## src/logic/ebs_pkg.sv

```systemverilog
// shared types and constants for the external bus strobe and request block
package ebs_pkg;
    // ------------------------------------------------------------
    // widths and reset values
    // ------------------------------------------------------------
    localparam int   WAIT_W         = 4;
    localparam logic PIN_IDLE_N     = 1'b1;
    localparam logic OE_DRIVE_N     = 1'b0;
    localparam logic OE_RELEASE_N   = 1'b1;
    localparam logic [WAIT_W-1:0] WAIT_ZERO = 4'h0;
    localparam logic [WAIT_W-1:0] WAIT_ONE  = 4'h1;

    // ------------------------------------------------------------
    // types
    // ------------------------------------------------------------
    typedef enum logic [1:0] {
        ST_IDLE,
        ST_ACCESS,
        ST_FINISH
    } ebs_state_t;

    // bus control and operating mode settings held by the core
    typedef struct packed {
        logic [WAIT_W-1:0] wait_states;
        logic              request_hold_bit;
        logic              ack_sync_select;
    } ebs_cfg_t;

    // access request from the core
    typedef struct packed {
        logic valid;
        logic write;
        logic external;
        logic dram;
    } ebs_req_t;
endpackage

```

## src/logic/ebs_ack_sync.sv

```systemverilog
// transfer acknowledge conditioning, direct or through a two stage synchroniser
`timescale 1ns/1ps
module ebs_ack_sync (
    input  wire logic clk,
    input  wire logic rst_n,
    input  wire logic transfer_ack_n,
    input  wire logic ack_sync_select,
    output logic      ack_seen
);
    logic meta_q;
    logic sync_q;

    // ------------------------------------------------------------
    // synchroniser
    // ------------------------------------------------------------
    always_ff @(posedge clk or negedge rst_n) begin
        if (!rst_n) begin
            meta_q <= ebs_pkg::PIN_IDLE_N;
            sync_q <= ebs_pkg::PIN_IDLE_N;
        end else begin
            meta_q <= transfer_ack_n;
            sync_q <= meta_q;
        end
    end

    // select 1: asynchronous acknowledge, 0: sampled directly
    assign ack_seen = ack_sync_select ? !sync_q : !transfer_ack_n;
endmodule

```

## src/logic/ebs_port.sv

```systemverilog
// external bus read/write strobes, acknowledge wait states and bus request
`timescale 1ns/1ps
module ebs_port #(
    parameter int WAIT_W = ebs_pkg::WAIT_W
) (
    input  wire logic             MCLK,
    input  wire logic             RST_N,
    input  wire ebs_pkg::ebs_cfg_t CFG,
    input  wire ebs_pkg::ebs_req_t REQ,
    output logic                  REQ_READY,
    output logic                  DONE,
    input  wire logic             LOW_POWER,
    input  wire logic             BUS_GRANT_N,
    input  wire logic             TRANSFER_ACK_N,
    output logic                  READ_N_O,
    output logic                  READ_OE_N,
    output logic                  WRITE_N_O,
    output logic                  WRITE_OE_N,
    output logic                  BUS_REQUEST_N,
    output logic                  BUS_BUSY_N_O,
    output logic                  BUS_BUSY_OE_N,
    output logic                  IS_MASTER
);
    // the counter and the configuration field must share one width
    if (WAIT_W != ebs_pkg::WAIT_W) begin : g_width_check
        $error("ebs_port: WAIT_W must match the configuration field width");
    end

    ebs_pkg::ebs_state_t st_q;
    logic [WAIT_W-1:0]   cnt_q;
    logic                wr_q;
    logic                ack_used_q;
    logic                master_q;
    logic                req_q;
    logic                ack_seen;
    logic                ack_ok;
    logic                start;
    logic                need;

    // ------------------------------------------------------------
    // acknowledge input
    // ------------------------------------------------------------
    ebs_ack_sync u_ack (
        .clk             (MCLK),
        .rst_n           (RST_N),
        .transfer_ack_n  (TRANSFER_ACK_N),
        .ack_sync_select (CFG.ack_sync_select),
        .ack_seen        (ack_seen)
    );

    // ack only counts during an access that may be extended
    assign ack_ok = !ack_used_q || ack_seen;

    // ------------------------------------------------------------
    // access sequencing
    // ------------------------------------------------------------
    assign REQ_READY = (st_q == ebs_pkg::ST_IDLE) && master_q && !LOW_POWER;
    assign start     = REQ.valid && REQ.external && REQ_READY;

    always_ff @(posedge MCLK or negedge RST_N) begin
        if (!RST_N) begin
            st_q <= ebs_pkg::ST_IDLE;
        end else begin
            case (st_q)
                ebs_pkg::ST_IDLE: begin
                    if (start) begin
                        st_q <= ebs_pkg::ST_ACCESS;
                    end
                end
                ebs_pkg::ST_ACCESS: begin
                    if (cnt_q == ebs_pkg::WAIT_ZERO && ack_ok) begin
                        st_q <= ebs_pkg::ST_FINISH;
                    end
                end
                ebs_pkg::ST_FINISH: begin
                    st_q <= ebs_pkg::ST_IDLE;
                end
                default: begin
                    st_q <= ebs_pkg::ST_IDLE;
                end
            endcase
        end
    end

    // wait-state counter
    always_ff @(posedge MCLK or negedge RST_N) begin
        if (!RST_N) begin
            cnt_q <= ebs_pkg::WAIT_ZERO;
        end else if (start) begin
            cnt_q <= CFG.wait_states;
        end else if (st_q == ebs_pkg::ST_ACCESS && cnt_q != ebs_pkg::WAIT_ZERO) begin
            cnt_q <= cnt_q - ebs_pkg::WAIT_ONE;
        end
    end

    // access attributes captured at start
    always_ff @(posedge MCLK or negedge RST_N) begin
        if (!RST_N) begin
            wr_q       <= 1'b0;
            ack_used_q <= 1'b0;
        end else if (start) begin
            wr_q       <= REQ.write;
            ack_used_q <= (CFG.wait_states != ebs_pkg::WAIT_ZERO) && !REQ.dram;
        end
    end

    always_ff @(posedge MCLK or negedge RST_N) begin
        if (!RST_N) begin
            DONE <= 1'b0;
        end else begin
            DONE <= (st_q == ebs_pkg::ST_FINISH);
        end
    end

    // ------------------------------------------------------------
    // strobes
    // ------------------------------------------------------------
    assign READ_N_O   = !(st_q != ebs_pkg::ST_IDLE && !wr_q);
    assign WRITE_N_O  = !(st_q != ebs_pkg::ST_IDLE && wr_q);
    assign READ_OE_N  = master_q ? ebs_pkg::OE_DRIVE_N : ebs_pkg::OE_RELEASE_N;
    assign WRITE_OE_N = master_q ? ebs_pkg::OE_DRIVE_N : ebs_pkg::OE_RELEASE_N;

    // ------------------------------------------------------------
    // arbitration
    // ------------------------------------------------------------
    // mastership kept while granted; released only between accesses
    always_ff @(posedge MCLK or negedge RST_N) begin
        if (!RST_N) begin
            master_q <= 1'b0;
        end else if (!BUS_GRANT_N) begin
            master_q <= 1'b1;
        end else if (st_q == ebs_pkg::ST_IDLE && !start) begin
            // never drop mastership on the edge that starts an access
            master_q <= 1'b0;
        end
    end

    assign BUS_BUSY_N_O  = !master_q;
    assign BUS_BUSY_OE_N = master_q ? ebs_pkg::OE_DRIVE_N : ebs_pkg::OE_RELEASE_N;
    assign IS_MASTER     = master_q;

    assign need = (REQ.valid && REQ.external) || (st_q != ebs_pkg::ST_IDLE);

    always_ff @(posedge MCLK or negedge RST_N) begin
        if (!RST_N) begin
            req_q <= 1'b0;
        end else if (LOW_POWER) begin
            req_q <= CFG.request_hold_bit ? req_q : 1'b0;
        end else begin
            req_q <= need || CFG.request_hold_bit;
        end
    end

    // request follows the registered need or the hold bit, master or not; low power clears it unless the hold bit keeps it
    assign BUS_REQUEST_N = !req_q;

    // ------------------------------------------------------------
    // assertions
    // ------------------------------------------------------------
    property p_rd_release;
        @(posedge MCLK) disable iff (!RST_N) !master_q |-> READ_OE_N && READ_N_O;
    endproperty
    a_rd_release: assert property (p_rd_release) else $error("read strobe driven while slave");

    property p_wr_strobe;
        @(posedge MCLK) disable iff (!RST_N) (start && REQ.write) |=> !WRITE_N_O && READ_N_O && !WRITE_OE_N;
    endproperty
    a_wr_strobe: assert property (p_wr_strobe) else $error("write strobe not asserted");

    property p_ack_wait;
        @(posedge MCLK) disable iff (!RST_N)
            (st_q == ebs_pkg::ST_ACCESS && ack_used_q && !ack_seen) |=> st_q == ebs_pkg::ST_ACCESS;
    endproperty
    a_ack_wait: assert property (p_ack_wait) else $error("cycle ended without acknowledge");

    property p_ack_end;
        @(posedge MCLK) disable iff (!RST_N)
            (st_q == ebs_pkg::ST_ACCESS && cnt_q == ebs_pkg::WAIT_ZERO && ack_seen)
            |=> st_q == ebs_pkg::ST_FINISH ##1 (st_q == ebs_pkg::ST_IDLE && DONE);
    endproperty
    a_ack_end: assert property (p_ack_end) else $error("cycle not completed after acknowledge");

    property p_min_wait;
        @(posedge MCLK) disable iff (!RST_N)
            (st_q == ebs_pkg::ST_ACCESS && cnt_q != ebs_pkg::WAIT_ZERO) |=> st_q == ebs_pkg::ST_ACCESS;
    endproperty
    a_min_wait: assert property (p_min_wait) else $error("cycle shorter than programmed wait");

    property p_zero_wait;
        @(posedge MCLK) disable iff (!RST_N)
            (start && CFG.wait_states == ebs_pkg::WAIT_ZERO) |=> ##1 st_q == ebs_pkg::ST_FINISH;
    endproperty
    a_zero_wait: assert property (p_zero_wait) else $error("zero wait access extended");

    property p_load;
        @(posedge MCLK) disable iff (!RST_N) start |=> cnt_q == $past(CFG.wait_states);
    endproperty
    a_load: assert property (p_load) else $error("wait counter not loaded");

    property p_req_need;
        @(posedge MCLK) disable iff (!RST_N) start |=> !BUS_REQUEST_N;
    endproperty
    a_req_need: assert property (p_req_need) else $error("bus request missing during access");

    property p_req_idle;
        @(posedge MCLK) disable iff (!RST_N)
            (!LOW_POWER && !CFG.request_hold_bit && (!REQ.valid || !REQ.external) && st_q == ebs_pkg::ST_IDLE)
            |=> BUS_REQUEST_N;
    endproperty
    a_req_idle: assert property (p_req_idle) else $error("bus request without need");

    property p_hold;
        @(posedge MCLK) disable iff (!RST_N) (!LOW_POWER && CFG.request_hold_bit) |=> !BUS_REQUEST_N;
    endproperty
    a_hold: assert property (p_hold) else $error("hold bit did not keep request");

    property p_low_power;
        @(posedge MCLK) disable iff (!RST_N)
            LOW_POWER |=> ($past(CFG.request_hold_bit) ? BUS_REQUEST_N == $past(BUS_REQUEST_N)
                                                       : BUS_REQUEST_N);
    endproperty
    a_low_power: assert property (p_low_power) else $error("request wrong in stop or wait");

    property p_park;
        @(posedge MCLK) disable iff (!RST_N) (master_q && !BUS_GRANT_N) |=> master_q && !BUS_BUSY_N_O;
    endproperty
    a_park: assert property (p_park) else $error("mastership lost while granted");

    c_read:  cover property (@(posedge MCLK) disable iff (!RST_N) start && !REQ.write);
    c_write: cover property (@(posedge MCLK) disable iff (!RST_N) start && REQ.write);
    c_ext:   cover property (@(posedge MCLK) disable iff (!RST_N)
                 st_q == ebs_pkg::ST_ACCESS && cnt_q == ebs_pkg::WAIT_ZERO && !ack_ok);
    c_park:  cover property (@(posedge MCLK) disable iff (!RST_N) master_q && BUS_REQUEST_N);
endmodule

```

## config.mk

```make
export PLATFORM = sky130hd
export DESIGN_NAME = ebs_port
export DESIGN_NICKNAME = d
export VERILOG_FILES = /design/src/logic/ebs_pkg.sv /design/src/logic/ebs_ack_sync.sv /design/src/logic/ebs_port.sv
export SDC_FILE = /design/constraint.sdc
export NUM_CORES = 1
export LEC_CHECK = 0
export BUFFER_PORTS_ARGS = -buffer_cell sky130_fd_sc_hd__buf_2
export CORE_UTILIZATION = 45
export CTS_BUF_LIST = sky130_fd_sc_hd__clkbuf_8
export CTS_CLUSTER_DIAMETER = 80
export CTS_CLUSTER_SIZE = 14
export DETAILED_ROUTE_END_ITERATION = 16
export PLACE_DENSITY = 0.8
export SYNTH_ARGS = -nofsm -noshare
export SYNTH_HDL_FRONTEND = slang
export SYNTH_SLANG_ARGS = --single-unit
```

## constraint.sdc

```tcl
create_clock -name MCLK -period 1.4 [get_ports MCLK]
set_input_delay 0.35 -clock MCLK [delete_from_list [all_inputs] [get_ports MCLK]]
set_output_delay 0.35 -clock MCLK [all_outputs]
set_load 0.05 [all_outputs]
```

Yosys cells after proc, flatten, opt, wreduce, memory -nomap -nowiden
Index checks and enable logic that the tools add are counted.
{"block": "word_totals", "register_bits": 13, "inputBits": 15, "elab_cells": 58}
{"block": "classes", "addsub": 1, "n_eq_ne": 6, "mux": 11, "n_reduce_logical": 31}
{"operator": "$logic_not 1->1", "n": 11}
{"operator": "$logic_and 1x1->1", "n": 10}
{"operator": "$mux 4", "n": 2}
{"operator": "$reduce_bool 4->1", "n": 2}
{"operator": "$mux 1", "n": 6}
{"operator": "$ne 2x2->1 const B", "n": 3}
{"operator": "$logic_not 4->1", "n": 1}
{"operator": "$mux 2", "n": 2}
{"operator": "$pmux 2 s2", "n": 1}
{"operator": "$reduce_bool 2->1", "n": 2}
{"operator": "$sub 4x1->4 const B", "n": 1}
{"operator": "$logic_or 1x1->1", "n": 3}
{"operator": "$eq 2x1->1 const B", "n": 1}
{"operator": "$eq 2x2->1 const B", "n": 1}
{"operator": "$logic_not 2->1", "n": 1}
{"operator": "$ne 2x1->1 const B", "n": 1}
{"operator": "$reduce_and 2->1", "n": 1}

Depth between registers and ports, before layout
Gate-level depths: netlist (run 1).
{"block": "depth", "word_depth": 8, "ltp_mapped": 5, "depth_no_buf": 5}

Modules after synthesis
Synthesis (run 1) repeated with hierarchy kept, for this count alone.
{"block": "hier_totals", "cells_unflattened": 61, "area_unflattened_um2": 670.6}
{"module": "ebs_port", "instances": 1, "cells_each": 58, "area_per_inst_um2": 608.1, "seq_area_each_um2": 275.3}
{"module": "ebs_ack_sync", "instances": 1, "cells_each": 3, "area_per_inst_um2": 62.6, "seq_area_each_um2": 52.6}

Worst setup path after synthesis (run 1)
Ideal clock, no wire load.
{"block": "synth_path", "path_kind": "reg-to-reg", "start": "reg master_q (netlist: IS_MASTER)", "end": "reg ack_used_q", "setup_time_ps": 125, "arrival_time_ps": 2085, "setup_slack_ps": -810, "path_stages_with_launch": 5, "n_path_buf": 1, "synth_period_minus_slack_ps": 2210, "cell_sequence": "dfrtp_1 nor4b_4 and2_1 buf_6 mux2_4"}
{"block": "synth_via", "elab_chain_len": 3}
{"element": "start, declared", "line": "ebs_port.sv:33", "text": "logic master_q;"}
{"element": "start signal, assigned", "line": "ebs_port.sv:129", "text": "master_q <= 1'b0;"}
{"element": "start signal, assigned", "line": "ebs_port.sv:131", "text": "master_q <= 1'b1;"}
{"element": "start signal, assigned", "line": "ebs_port.sv:134", "text": "master_q <= 1'b0;"}
{"element": "$logic_and 1x1->1 (2 in series)", "line": "ebs_port.sv:57", "text": "assign REQ_READY = (st_q == ebs_pkg::ST_IDLE) && master_q && !LOW_POWER;"}
{"element": "named net REQ_READY", "line": "ebs_port.sv:10", "text": "output logic REQ_READY,"}
{"element": "$logic_and 1x1->1", "line": "ebs_port.sv:58", "text": "assign start = REQ.valid && REQ.external && REQ_READY;"}
{"element": "end signal, assigned", "line": "ebs_port.sv:103", "text": "ack_used_q <= (CFG.wait_states != ebs_pkg::WAIT_ZERO) && !REQ.dram;"}
{"element": "end, declared", "line": "ebs_port.sv:32", "text": "logic ack_used_q;"}
The timed path passes the listed nets, and every way through them passes these cells.
A chain may end at the register's enable or synchronous reset.

Final worst setup path (run 1)
{"block": "layout_path", "start": "reg st_q[1]", "end": "out REQ_READY"}
{"block": "layout_via", "elab_chain_len": 3}
{"element": "start, declared", "line": "ebs_port.sv:29", "text": "ebs_pkg::ebs_state_t st_q;"}
{"element": "start signal, assigned", "line": "ebs_port.sv:62", "text": "st_q <= ebs_pkg::ST_IDLE;"}
{"element": "start signal, assigned", "line": "ebs_port.sv:67", "text": "st_q <= ebs_pkg::ST_ACCESS;"}
{"element": "start signal, assigned", "line": "ebs_port.sv:72", "text": "st_q <= ebs_pkg::ST_FINISH;"}
{"element": "$logic_not 2->1", "line": "ebs_port.sv:57"}
{"element": "$logic_and 1x1->1 (2 in series)", "line": "ebs_port.sv:57"}
{"element": "end, declared", "line": "ebs_port.sv:10"}
No other way between the ends.

==> results of run 1 <==
-- synthesized netlist by cell type --
library cell / instances
o21ai_0: 3
nand2b_1: 1
nor2_1: 1
o21bai_1: 1
o2bb2a_4: 1
or2b_1: 1
nor4b_4: 1
nor3_1: 2
a211oi_1: 1
and2_1: 3
nor4_1: 3
a311o_1: 1
o21ai_1: 1
clkbuf_1: 1
buf_4: 3
nand2_1: 2
a22oi_1: 1
inv_1: 4
mux2_2: 1
nor2b_1: 1
a221o_1: 3
or3_1: 1
nor3b_1: 1
and2b_2: 1
nand3b_1: 1
ha_1: 1
a21oi_1: 2
buf_6: 1
and3_1: 1
mux2_4: 2
dfrtp_1: 11
dfstp_2: 2
or3b_1: 1
-- worst max-delay path by stage --
stage          depth (start not counted)  startpoint    endpoint  slack [ns]
6_report                               2     st_q[1]   REQ_READY       -0.17
5_1_grt                                2     st_q[1]   REQ_READY       -0.24
4_1_cts                                2     st_q[1]   REQ_READY       -0.17
3_5_place_dp                           5   LOW_POWER    cnt_q[3]       -0.08
3_3_place_gp                           5    cnt_q[1]    cnt_q[0]       -0.05
2_1_floorplan                          4   IS_MASTER  ack_used_q       -0.65
-- routing by layer --
metal	up-vias	track usage
met2	31	0.383
met4	0	0.129
li1	300	-
met3	4	0.0978
met1	300	0.268
met5	-	0
-- metrics by stage --
stage               instances  area, sq um  setup slack [ns]  TNS, ns
global placement          106          887           -0.0549   -0.215
CTS                       112         1000            -0.166   -0.671
floorplan                  61          703            -0.652    -4.61
finish                    115         1050            -0.174   -0.927
global route              115         1050            -0.243    -1.76
detailed placement        106          887           -0.0789   -0.369
-- sequential cells by signal, summed over array words and instances, names as in the netlist --
register      cells
DONE              1
u_ack.sync_q      1
IS_MASTER         1
st_q              2
req_q             1
cnt_q             4
u_ack.meta_q      1
ack_used_q        1
wr_q              1
-- cell families after synthesis --
group | Yosys count | synth area share
flip-flops | 13 | 0.472
AO/OA/AOI/OAI | 14 | 0.162
buffers and inverters | 9 | 0.0757
AND/OR/NAND/NOR | 21 | 0.213
adder cells (fa/ha/maj) | 1 | 0.0180
multiplexers | 3 | 0.0595
-- report_power, final --
group          leakage [nW]  switching [mW]  internal [mW]
clock                0.0269           0.149          0.194
combinational         0.328           0.685          0.656
sequential            0.158           0.119          0.502
total                 0.513           0.953           1.35
-- final cells by class --
| type | instances | area share |
|---|---|---|
| multi-input combinational | 39 | 0.342 |
| sequential | 13 | 0.312 |
| timing repair buffer | 40 | 0.272 |
| clock buffer | 3 | 0.0391 |
| tap | 15 | 0.0178 |
| inverter | 4 | 0.0142 |
| clock inverter | 1 | 0.00356 |
-- worst register-to-register path, delay by kind of cell (launching register included) --
| kind | cells | cell delay, ns |
|---|---|---|
| and+or+nand+nor | 1 | 0.35 |
| buffers and inverters | 1 | 0.21 |
| DFF | 1 | 0.42 |
| AOI/OAI and AO/OA | 2 | 0.44 |
-- what timing repair did --
item	in CTS	in global routing
hold endpoints to repair	11	0
gates cloned	0	0
hold buffers	1	0
endpoints found under the setup margin	9	15
pin swaps	2	0
setup buffers	1	3
gates resized for setup	14	15
==> impl_metrics.ini, run 1 <==
[run_status]
status = finished, violations left
failed_checks = negative setup slack

[route]
vias_per_cell = 5.52
drc = 0
dr_total_vias = 635
routedWlPerCell_um = 15.2
top_layer_used = met4
ant_nets = 0
met2_wirelength_um = 898
drt-pass1-iter-count = 4
wl_met1_um = 692
initialDrtViolationCount = 15
dr_wl_met3_um = 126
postRouteWirelength_mm = 1.75

[die]
die_width_um = 41.3
ios = 25
core_sq_um = 1370
num_rows = 13
die_y_um = 41.3
dieArea_sq_um = 1700
start_util = 0.508

[global_routing]
track_usage = 0.239
antenna_found_initial = 0
grt_max_degree = 14
grt_pass1_wl_mm = 2.40
grt_pass1_vias = 549
overflow = 0

[sta]
min_period_ns = 1.57
fin_ws_ns = -0.174
hold_ws_ns = 0.211
slew_viol_final = 0
max-slew-margin-rel = 0.801
setup-violations-final = 10
period_share = 1.12
clock_skew_ns = 0.00722
worst_pin_slew_ns = 0.298
max_freq_ghz = 0.635
hold_viol = 0
rsz0062_at_grt = true

[min_path]
holdPathEnd = u_ack.meta_q
hold_depth = 1
worstHoldStart = TRANSFER_ACK_N
hold_path.class = primary input to flop

[pwr]
p_leak_nw = 0.513
finalPower_mw = 2.31
ir_worst_vdd_mv = 1.38
cellPowerDensity_nw_per_um2 = 2190

[logic_synthesis]
synthCells = 61
ys_warn_count = 0
syn_nets = 77
synth_top_area_cell = dfrtp_1
ys_types = 33
syn_area_per_cell_sq_um = 11.4
yosysSeqAreaShare = 0.472
yosysTopAreaCellShare = 0.396
ys_top_cells_by_area = dfrtp_1 (40%), dfstp_2 (7.6%), a221o_1 (4.3%)
ys_seq_elements = 13
syn-cell-area_sq_um = 694

[clock_network]
clockBufferDepth = 2
clock_latency_ns = 0.25
cts_root_buf = clkbuf_8
cts.sinks = 13
cts-buffers-inserted = 3
htree_levels = 1
clkTransAtPathRegs_ns = 0.06
tritoncts = built

[critical_path]
cp_max_fo = 3
critPathTopFamily = flip-flops
rr_worst_depth = 4
start_kind = flop
r2r-start = st_q[1]
required_ns = 1.05
cp.arrival_ns = 1.22
r2r_slack_ns = -0.13
crit_chain = nor4b_4, buf_6
cp-end-kind = primary output
cpPeakStageDelay_ns = 0.42
crit_slowest_cell = dfrtp_1
timing.rr.end = cnt_q[3]
path_buf_inv = 1
crit_type = flop to primary output

[cells_and_area]
final_net_count = 117
antennaDiodeCount = 0
final_common_cell = buf_2
seqCellArea_sq_um = 329
most-common-layout-cells = buf_2 (17), buf_4 (16), dfrtp_1 (10), inv_1 (5), buf_6 (5)
multi_input_area_sq_um = 360
fillers = 81
syn2layout_area_growth_pct = 51.9
drive_above_1_share = 0.600
post-route-util = 0.772

[placed_design]
hpwlAfterDp_mm = 1.11
place.gp.congestion = 0.788
io_buffers = 24

[run]
drv_cap = 0
No activity file was read; power rests on OpenSTA's default activity.
==> run 2: changes to the inputs <==
--- a/config.mk
+++ b/config.mk
@@ -11,6 +11,7 @@
 export CTS_CLUSTER_DIAMETER = 80
 export CTS_CLUSTER_SIZE = 14
 export DETAILED_ROUTE_END_ITERATION = 16
+export MAX_ROUTING_LAYER = met4
 export PLACE_DENSITY = 0.8
 export SYNTH_ARGS = -nofsm -noshare
 export SYNTH_HDL_FRONTEND = slang
==> run 2 against run 1 <==
The run still ends with negative setup slack left. Via count fell by 0.47%. Core utilization did not move. Wire length fell by 0.34%. Clock power barely moved. Highest routed layer unchanged.
==> impl_metrics.ini, run 2 (synthesis gave the netlist of run 1 again) <==
[run_status]
status = finished, violations left
failed_checks = negative setup slack

[sta]
hold_ws_ns = 0.210
worst_pin_slew_ns = 0.295
hold_viol = 0
min_period_ns = 1.57
max-slew-margin-rel = 0.802
setup-violations-final = 9
fin_tns_setup_ns = -0.879
max_freq_ghz = 0.636
clock_skew_ns = 0.00724
rsz0062_at_grt = true
fin_ws_ns = -0.172
period_share = 1.12
slew_viol_final = 0

[global_routing]
gr-usage-met2 = 0.383
grt_max_degree = 14
track_usage = 0.246
grt-busiest-layer = met2
grt_pass1_vias = 544
use_met3 = 0.0978
antenna_found_initial = 0
gr-usage-met1 = 0.268
grt_pass1_wl_mm = 2.41
overflow = 0

[clock_network]
tritoncts = built
clkTransAtPathRegs_ns = 0.06
clockBufferDepth = 2
cts.sinks = 13
htree_levels = 1
cts_root_buf = clkbuf_8
clock_latency_ns = 0.25
cts-buffers-inserted = 3

[die]
dieArea_sq_um = 1700
die_y_um = 41.3
core_sq_um = 1370
start_util = 0.508
num_rows = 13
ios = 25
die_width_um = 41.3

[critical_path]
crit_chain = nor4b_4, buf_6
rr_worst_depth = 4
required_ns = 1.05
cp_max_fo = 3
crit_type = flop to primary output
cpPeakStageDelay_ns = 0.41
crit_slowest_cell = dfrtp_1
r2r-start = st_q[1]
start_kind = flop
timing.rr.end = cnt_q[3]
cp.arrival_ns = 1.22
cp-end-kind = primary output
r2r_slack_ns = -0.13

[cells_and_area]
final_cells = 115
regMostFlops = cnt_q
final_common_cell = buf_2
syn2layout_area_growth_pct = 51.9
most-common-layout-cells = buf_2 (17), buf_4 (16), dfrtp_1 (10), inv_1 (5), buf_6 (5)
drive_above_1_share = 0.600
largest_reg_flops = 4
top_regs = cnt_q: 4 flops, st_q: 2 flops
antennaDiodeCount = 0
design_area_sq_um = 1050
final_net_count = 117

[route]
drt-pass1-iter-count = 4
postRouteWirelength_mm = 1.75
vias_per_cell = 5.50
routedWlPerCell_um = 15.2
dr_total_vias = 632
drc = 0
ant_nets = 0
initialDrtViolationCount = 16

[pwr]
p_leak_nw = 0.513
netSwitchingPower_mw = 0.948
combPwrFrac = 0.580
p_int_mw = 1.35
cellPowerDensity_nw_per_um2 = 2180
clockPowerShare = 0.149
pwr-share-seq = 0.270
ir_worst_vdd_mv = 1.38
switching_share = 0.412

[placed_design]
placed_cells = 106
place.gp.congestion = 0.799
place_ws_ns = -0.0789
hpwlAfterDp_mm = 1.11
io_buffers = 24
place_area_sq_um = 887

[min_path]
hold_depth = 1
holdPathEnd = u_ack.meta_q
worstHoldStart = TRANSFER_ACK_N
hold_path.class = primary input to flop

[run]
drv_cap = 0
-- run 2: cell counts in the layout (fill, tap and decap cells not counted) --
Identical to the previous run, type by type.
-- run 2: metal layers --
layer	vias to the layer above	wire length, um
li1	300	-
met1	300	698
met2	28	902
met3	4	122
met4	0	22
met5	-	0
-- run 2: power by group through the flow --
stage / Sequential [mW] / Clock (mW) / Combinational (mW)
2_1_floorplan: 0.652 / 0 / 0.703
3_3_place_gp: 0.600 / 0 / 1.06
3_5_place_dp: 0.596 / 0 / 1.09
4_1_cts: 0.605 / 0.348 / 1.22
5_1_grt: 0.633 / 0.364 / 1.44
6_report: 0.621 / 0.344 / 1.33
-- run 2: worst max path at each step --
stage	startpoint	endpoint	depth (start not counted)
final	st_q[1]	REQ_READY	2
after global routing	st_q[1]	REQ_READY	2
after CTS	st_q[1]	REQ_READY	2
after detailed placement	LOW_POWER	cnt_q[3]	5
after global placement	cnt_q[1]	cnt_q[0]	5
after floorplan	IS_MASTER	ack_used_q	4
-- run 2: through the flow --
| step | power (mW) | utilization |
|---|---|---|
| floorplan | 1.35 | - |
| global placement | 1.66 | 0.649 |
| detailed placement | 1.68 | 0.649 |
| CTS | 2.17 | 0.733 |
| global route | 2.44 | 0.772 |
| finish | 2.30 | 0.772 |
-- run 2: final cells by class --
cell class                      instances  area (sq um)
Clock buffer                            3          41.3
Clock inverter                          1          3.75
Fill cell                              81           312
Inverter                                4          15.0
Multi-Input combinational cell         39           360
Sequential cell                        13           329
Tap cell                               15          18.8
Timing Repair Buffer                   40           287
-- run 2: worst max-delay path, delay by kind of cell, from the launching register on --
family	cells	cell delay, ns
DFF	1	0.41
and+or+nand+nor	1	0.35
buffers and inverters	1	0.21
-- run 2: timing repair --
| action | 4_1_cts | 5_1_grt |
|---|---|---|
| gates cloned | 0 | 0 |
| pin swaps | 2 | 0 |
| endpoints found under the setup margin | 9 | 15 |
| hold buffers | 1 | 0 |
| resized for setup | 14 | 15 |
| endpoints found under the hold margin | 11 | 0 |
| setup buffers | 1 | 3 |
==> run 3: changes to the inputs <==
--- a/config.mk
+++ b/config.mk
@@ -5,14 +5,15 @@
 export SDC_FILE = /design/constraint.sdc
 export NUM_CORES = 1
 export LEC_CHECK = 0
+export ABC_AREA = 1
 export BUFFER_PORTS_ARGS = -buffer_cell sky130_fd_sc_hd__buf_2
-export CORE_UTILIZATION = 45
+export CORE_UTILIZATION = 35
 export CTS_BUF_LIST = sky130_fd_sc_hd__clkbuf_8
 export CTS_CLUSTER_DIAMETER = 80
 export CTS_CLUSTER_SIZE = 14
 export DETAILED_ROUTE_END_ITERATION = 16
 export MAX_ROUTING_LAYER = met4
-export PLACE_DENSITY = 0.8
+export PLACE_DENSITY = 0.66
 export SYNTH_ARGS = -nofsm -noshare
 export SYNTH_HDL_FRONTEND = slang
 export SYNTH_SLANG_ARGS = --single-unit
==> run 3 against run 2 <==
The flow still finishes with violations (negative setup slack). Hold slack improved by 0.0056 ns. Power down 5.7%. Critical path depth is 2 higher. Maximum frequency up 7.7%. Clock skew is 0.0017 ns lower. Global-route usage fell by 8.9 points. Register-to-register slack improved by 0.32 ns. Flip-flop and latch count unchanged. Cell area down 8.7%. Synthesized area rose by 1.6%. Critical endpoint unchanged. Highest routed layer unchanged.
==> impl_metrics.ini, run 3 <==
[die]
start_util = 0.392
core_sq_um = 1800
ios = 25
num_rows = 15
die_width_um = 46.9
dieArea_sq_um = 2200
die_y_um = 46.9

[pwr]
cellPowerDensity_nw_per_um2 = 2250
combPwrFrac = 0.569
clockPowerShare = 0.150
netSwitchingPower_mw = 1.01
finalPower_mw = 2.17
pwr-share-seq = 0.281
p_leak_nw = 0.515
p_int_mw = 1.16
switching_share = 0.463
ir_worst_vdd_mv = 0.950

[global_routing]
use_met3 = 0.0231
grt_pass1_vias = 591
grt-busiest-layer = met2
overflow = 0
antenna_found_initial = 0
grt_pass1_wl_mm = 2.31
track_usage = 0.157
gr-usage-met2 = 0.256
gr-usage-met1 = 0.186
grt_max_degree = 14

[clock_network]
clock_latency_ns = 0.24
htree_levels = 1
clockBufferDepth = 2
cts.sinks = 13
cts-buffers-inserted = 3
clkTransAtPathRegs_ns = 0.06
cts_root_buf = clkbuf_8
tritoncts = built

[sta]
clock_skew_ns = 0.00556
hold_viol = 0
min_period_ns = 1.46
max_freq_ghz = 0.685
hold_ws_ns = 0.216
rsz0062_at_grt = true
setup-violations-final = 3
worst_pin_slew_ns = 0.294
fin_ws_ns = -0.0596
period_share = 1.04
slew_viol_final = 0
max-slew-margin-rel = 0.804

[logic_synthesis]
synth_most_common_cell = nand2_1
synthTopCellsByCount = nand2_1 (24), nand3_1 (12), dfrtp_1 (11), inv_1 (11), nor2_1 (6)
synth_top_area_cell = dfrtp_1
yosysTopAreaCellShare = 0.390
syn_nets = 105
ys_warn_count = 0
synth_flop_cell = dfrtp_1
yosysSeqAreaShare = 0.465
synth_edf_count = 0
syn_area_per_cell_sq_um = 7.93
synth-async-reset-ratio = 1.00
ys_top_cells_by_area = dfrtp_1 (39%), nand2_1 (13%), nand3_1 (8.5%)
ys_seq_elements = 13
ys_types = 22
syn-cell-area_sq_um = 706
synthCells = 89

[run]
drv_cap = 0

[placed_design]
hpwlAfterDp_mm = 1.09
place.gp.congestion = 0.875
placed_cells = 137
place_ws_ns = 0.0823
place_area_sq_um = 855
io_buffers = 24

[critical_path]
path_buf_inv = 2
cp_max_fo = 3
start_kind = flop
timing.rr.end = cnt_q[0]
crit_slowest_cell = dfrtp_1
cp-end-kind = primary output
crit_chain = nor2_4, inv_2, nor2_4, buf_8
crit_top_cell = nor2_4
cp.arrival_ns = 1.11
critPathTopFamily = flip-flops
crit_type = flop to primary output
r2r-start = cnt_q[0]
rr_worst_depth = 7
required_ns = 1.05
cpPeakStageDelay_ns = 0.41
r2r_slack_ns = 0.19

[route]
ant_nets = 0
vias_per_cell = 4.67
postRouteWirelength_mm = 1.47
initialDrtViolationCount = 10
routedWlPerCell_um = 10.2
dr_total_vias = 673
drc = 0
drt-pass1-iter-count = 4

[cells_and_area]
final_net_count = 136
syn2layout_area_growth_pct = 36.5
most-common-layout-cells = nand2_1 (24), buf_2 (17), nand3_1 (12), inv_1 (11), dfrtp_1 (10)
drive_above_1_share = 0.387
final_common_cell = nand2_1
top_regs = cnt_q: 4 flops, st_q: 2 flops
regMostFlops = cnt_q
final_cells = 144
largest_reg_flops = 4
design_area_sq_um = 963
antennaDiodeCount = 0

[min_path]
hold_depth = 1
holdPathEnd = u_ack.meta_q
hold_path.class = primary input to flop
worstHoldStart = TRANSFER_ACK_N

[run_status]
status = finished, violations left
failed_checks = negative setup slack
[run 3: cell count changes after synthesis, sizes merged, moves of 2 or more]
cell	change
nand2	+24
nand3	+13
inv	+10
nor2	+8
a221o	-3
and2	-3
mux2	-3
nor4	-3
or2	+2
[run 3: stage by stage]
stage / util / TNS (ns)
final: 0.535 / -0.131
after floorplan: - / -1.32
after global placement: 0.474 / 0
after CTS: 0.523 / -0.0922
after global routing: 0.535 / -0.236
after detailed placement: 0.474 / 0
[run 3: how the worst max path moves through the flow]
stage | to | from | slack [ns] | cells past startpoint
finish | REQ_READY | st_q[0] | -0.06 | 4
global route | REQ_READY | st_q[0] | -0.1 | 4
CTS | REQ_READY | st_q[1] | -0.05 | 4
detailed placement | REQ_READY | LOW_POWER | 0.08 | 5
global placement | REQ_READY | LOW_POWER | 0.11 | 5
floorplan | BUS_BUSY_OE_N | IS_MASTER | -0.14 | 2
[run 3: final cells by class]
type	count	area, sq um
Clock buffer	3	41.3
Clock inverter	1	3.75
Fill cell	186	838
Inverter	15	61.3
Multi-Input combinational cell	58	300
Sequential cell	13	329
Tap cell	25	31.3
Timing Repair Buffer	29	196
[run 3: per-layer routing]
| layer | wire (um) | part of all wire | vias up |
|---|---|---|---|
| li1 | - | - | 333 |
| met4 | 29 | 0.020 | 0 |
| met2 | 714 | 0.49 | 28 |
| met1 | 646 | 0.44 | 306 |
| met3 | 82 | 0.056 | 6 |
| met5 | 0 | 0 | - |
[run 3: cells by family (layout without fill, tap and decap cells)]
logic type               after synthesis  in the layout  synth area share
AO/OA/AOI/OAI                          4              4            0.0284
XOR/XNOR                               1              1            0.0124
adder cells (fa/ha/maj)                1              1            0.0177
buffers and inverters                 18             48             0.113
flip-flops                            13             13             0.465
AND/OR/NAND/NOR                       52             52             0.363
[run 3: power by group through the flow]
stage,sequential (mW),combinational (mW),clock [mW]
final,0.610,1.23,0.326
after global routing,0.624,1.35,0.350
after CTS,0.610,1.18,0.339
after detailed placement,0.619,1.08,0
after global placement,0.616,1.06,0
after floorplan,0.639,0.869,0
[run 3: what timing repair did]
| item | 4_1_cts | 5_1_grt |
|---|---|---|
| pin swaps | 1 | 2 |
| hold endpoints to repair | 11 | 0 |
| cloned | 0 | 0 |
| resized for setup | 8 | 8 |
| hold buffers | 1 | 0 |
| buffers inserted | 1 | 1 |
| setup endpoints to repair | 3 | 7 |
[run 3: worst register-to-register path, cell delays in order (launching register included)]
cell	delay, ns
dfrtp_1	0.37
inv_1	0.12
ha_1	0.20
nand2_1	0.09
nand2_2	0.11
inv_2	0.07
nand2_1	0.06
nand3_1	0.08
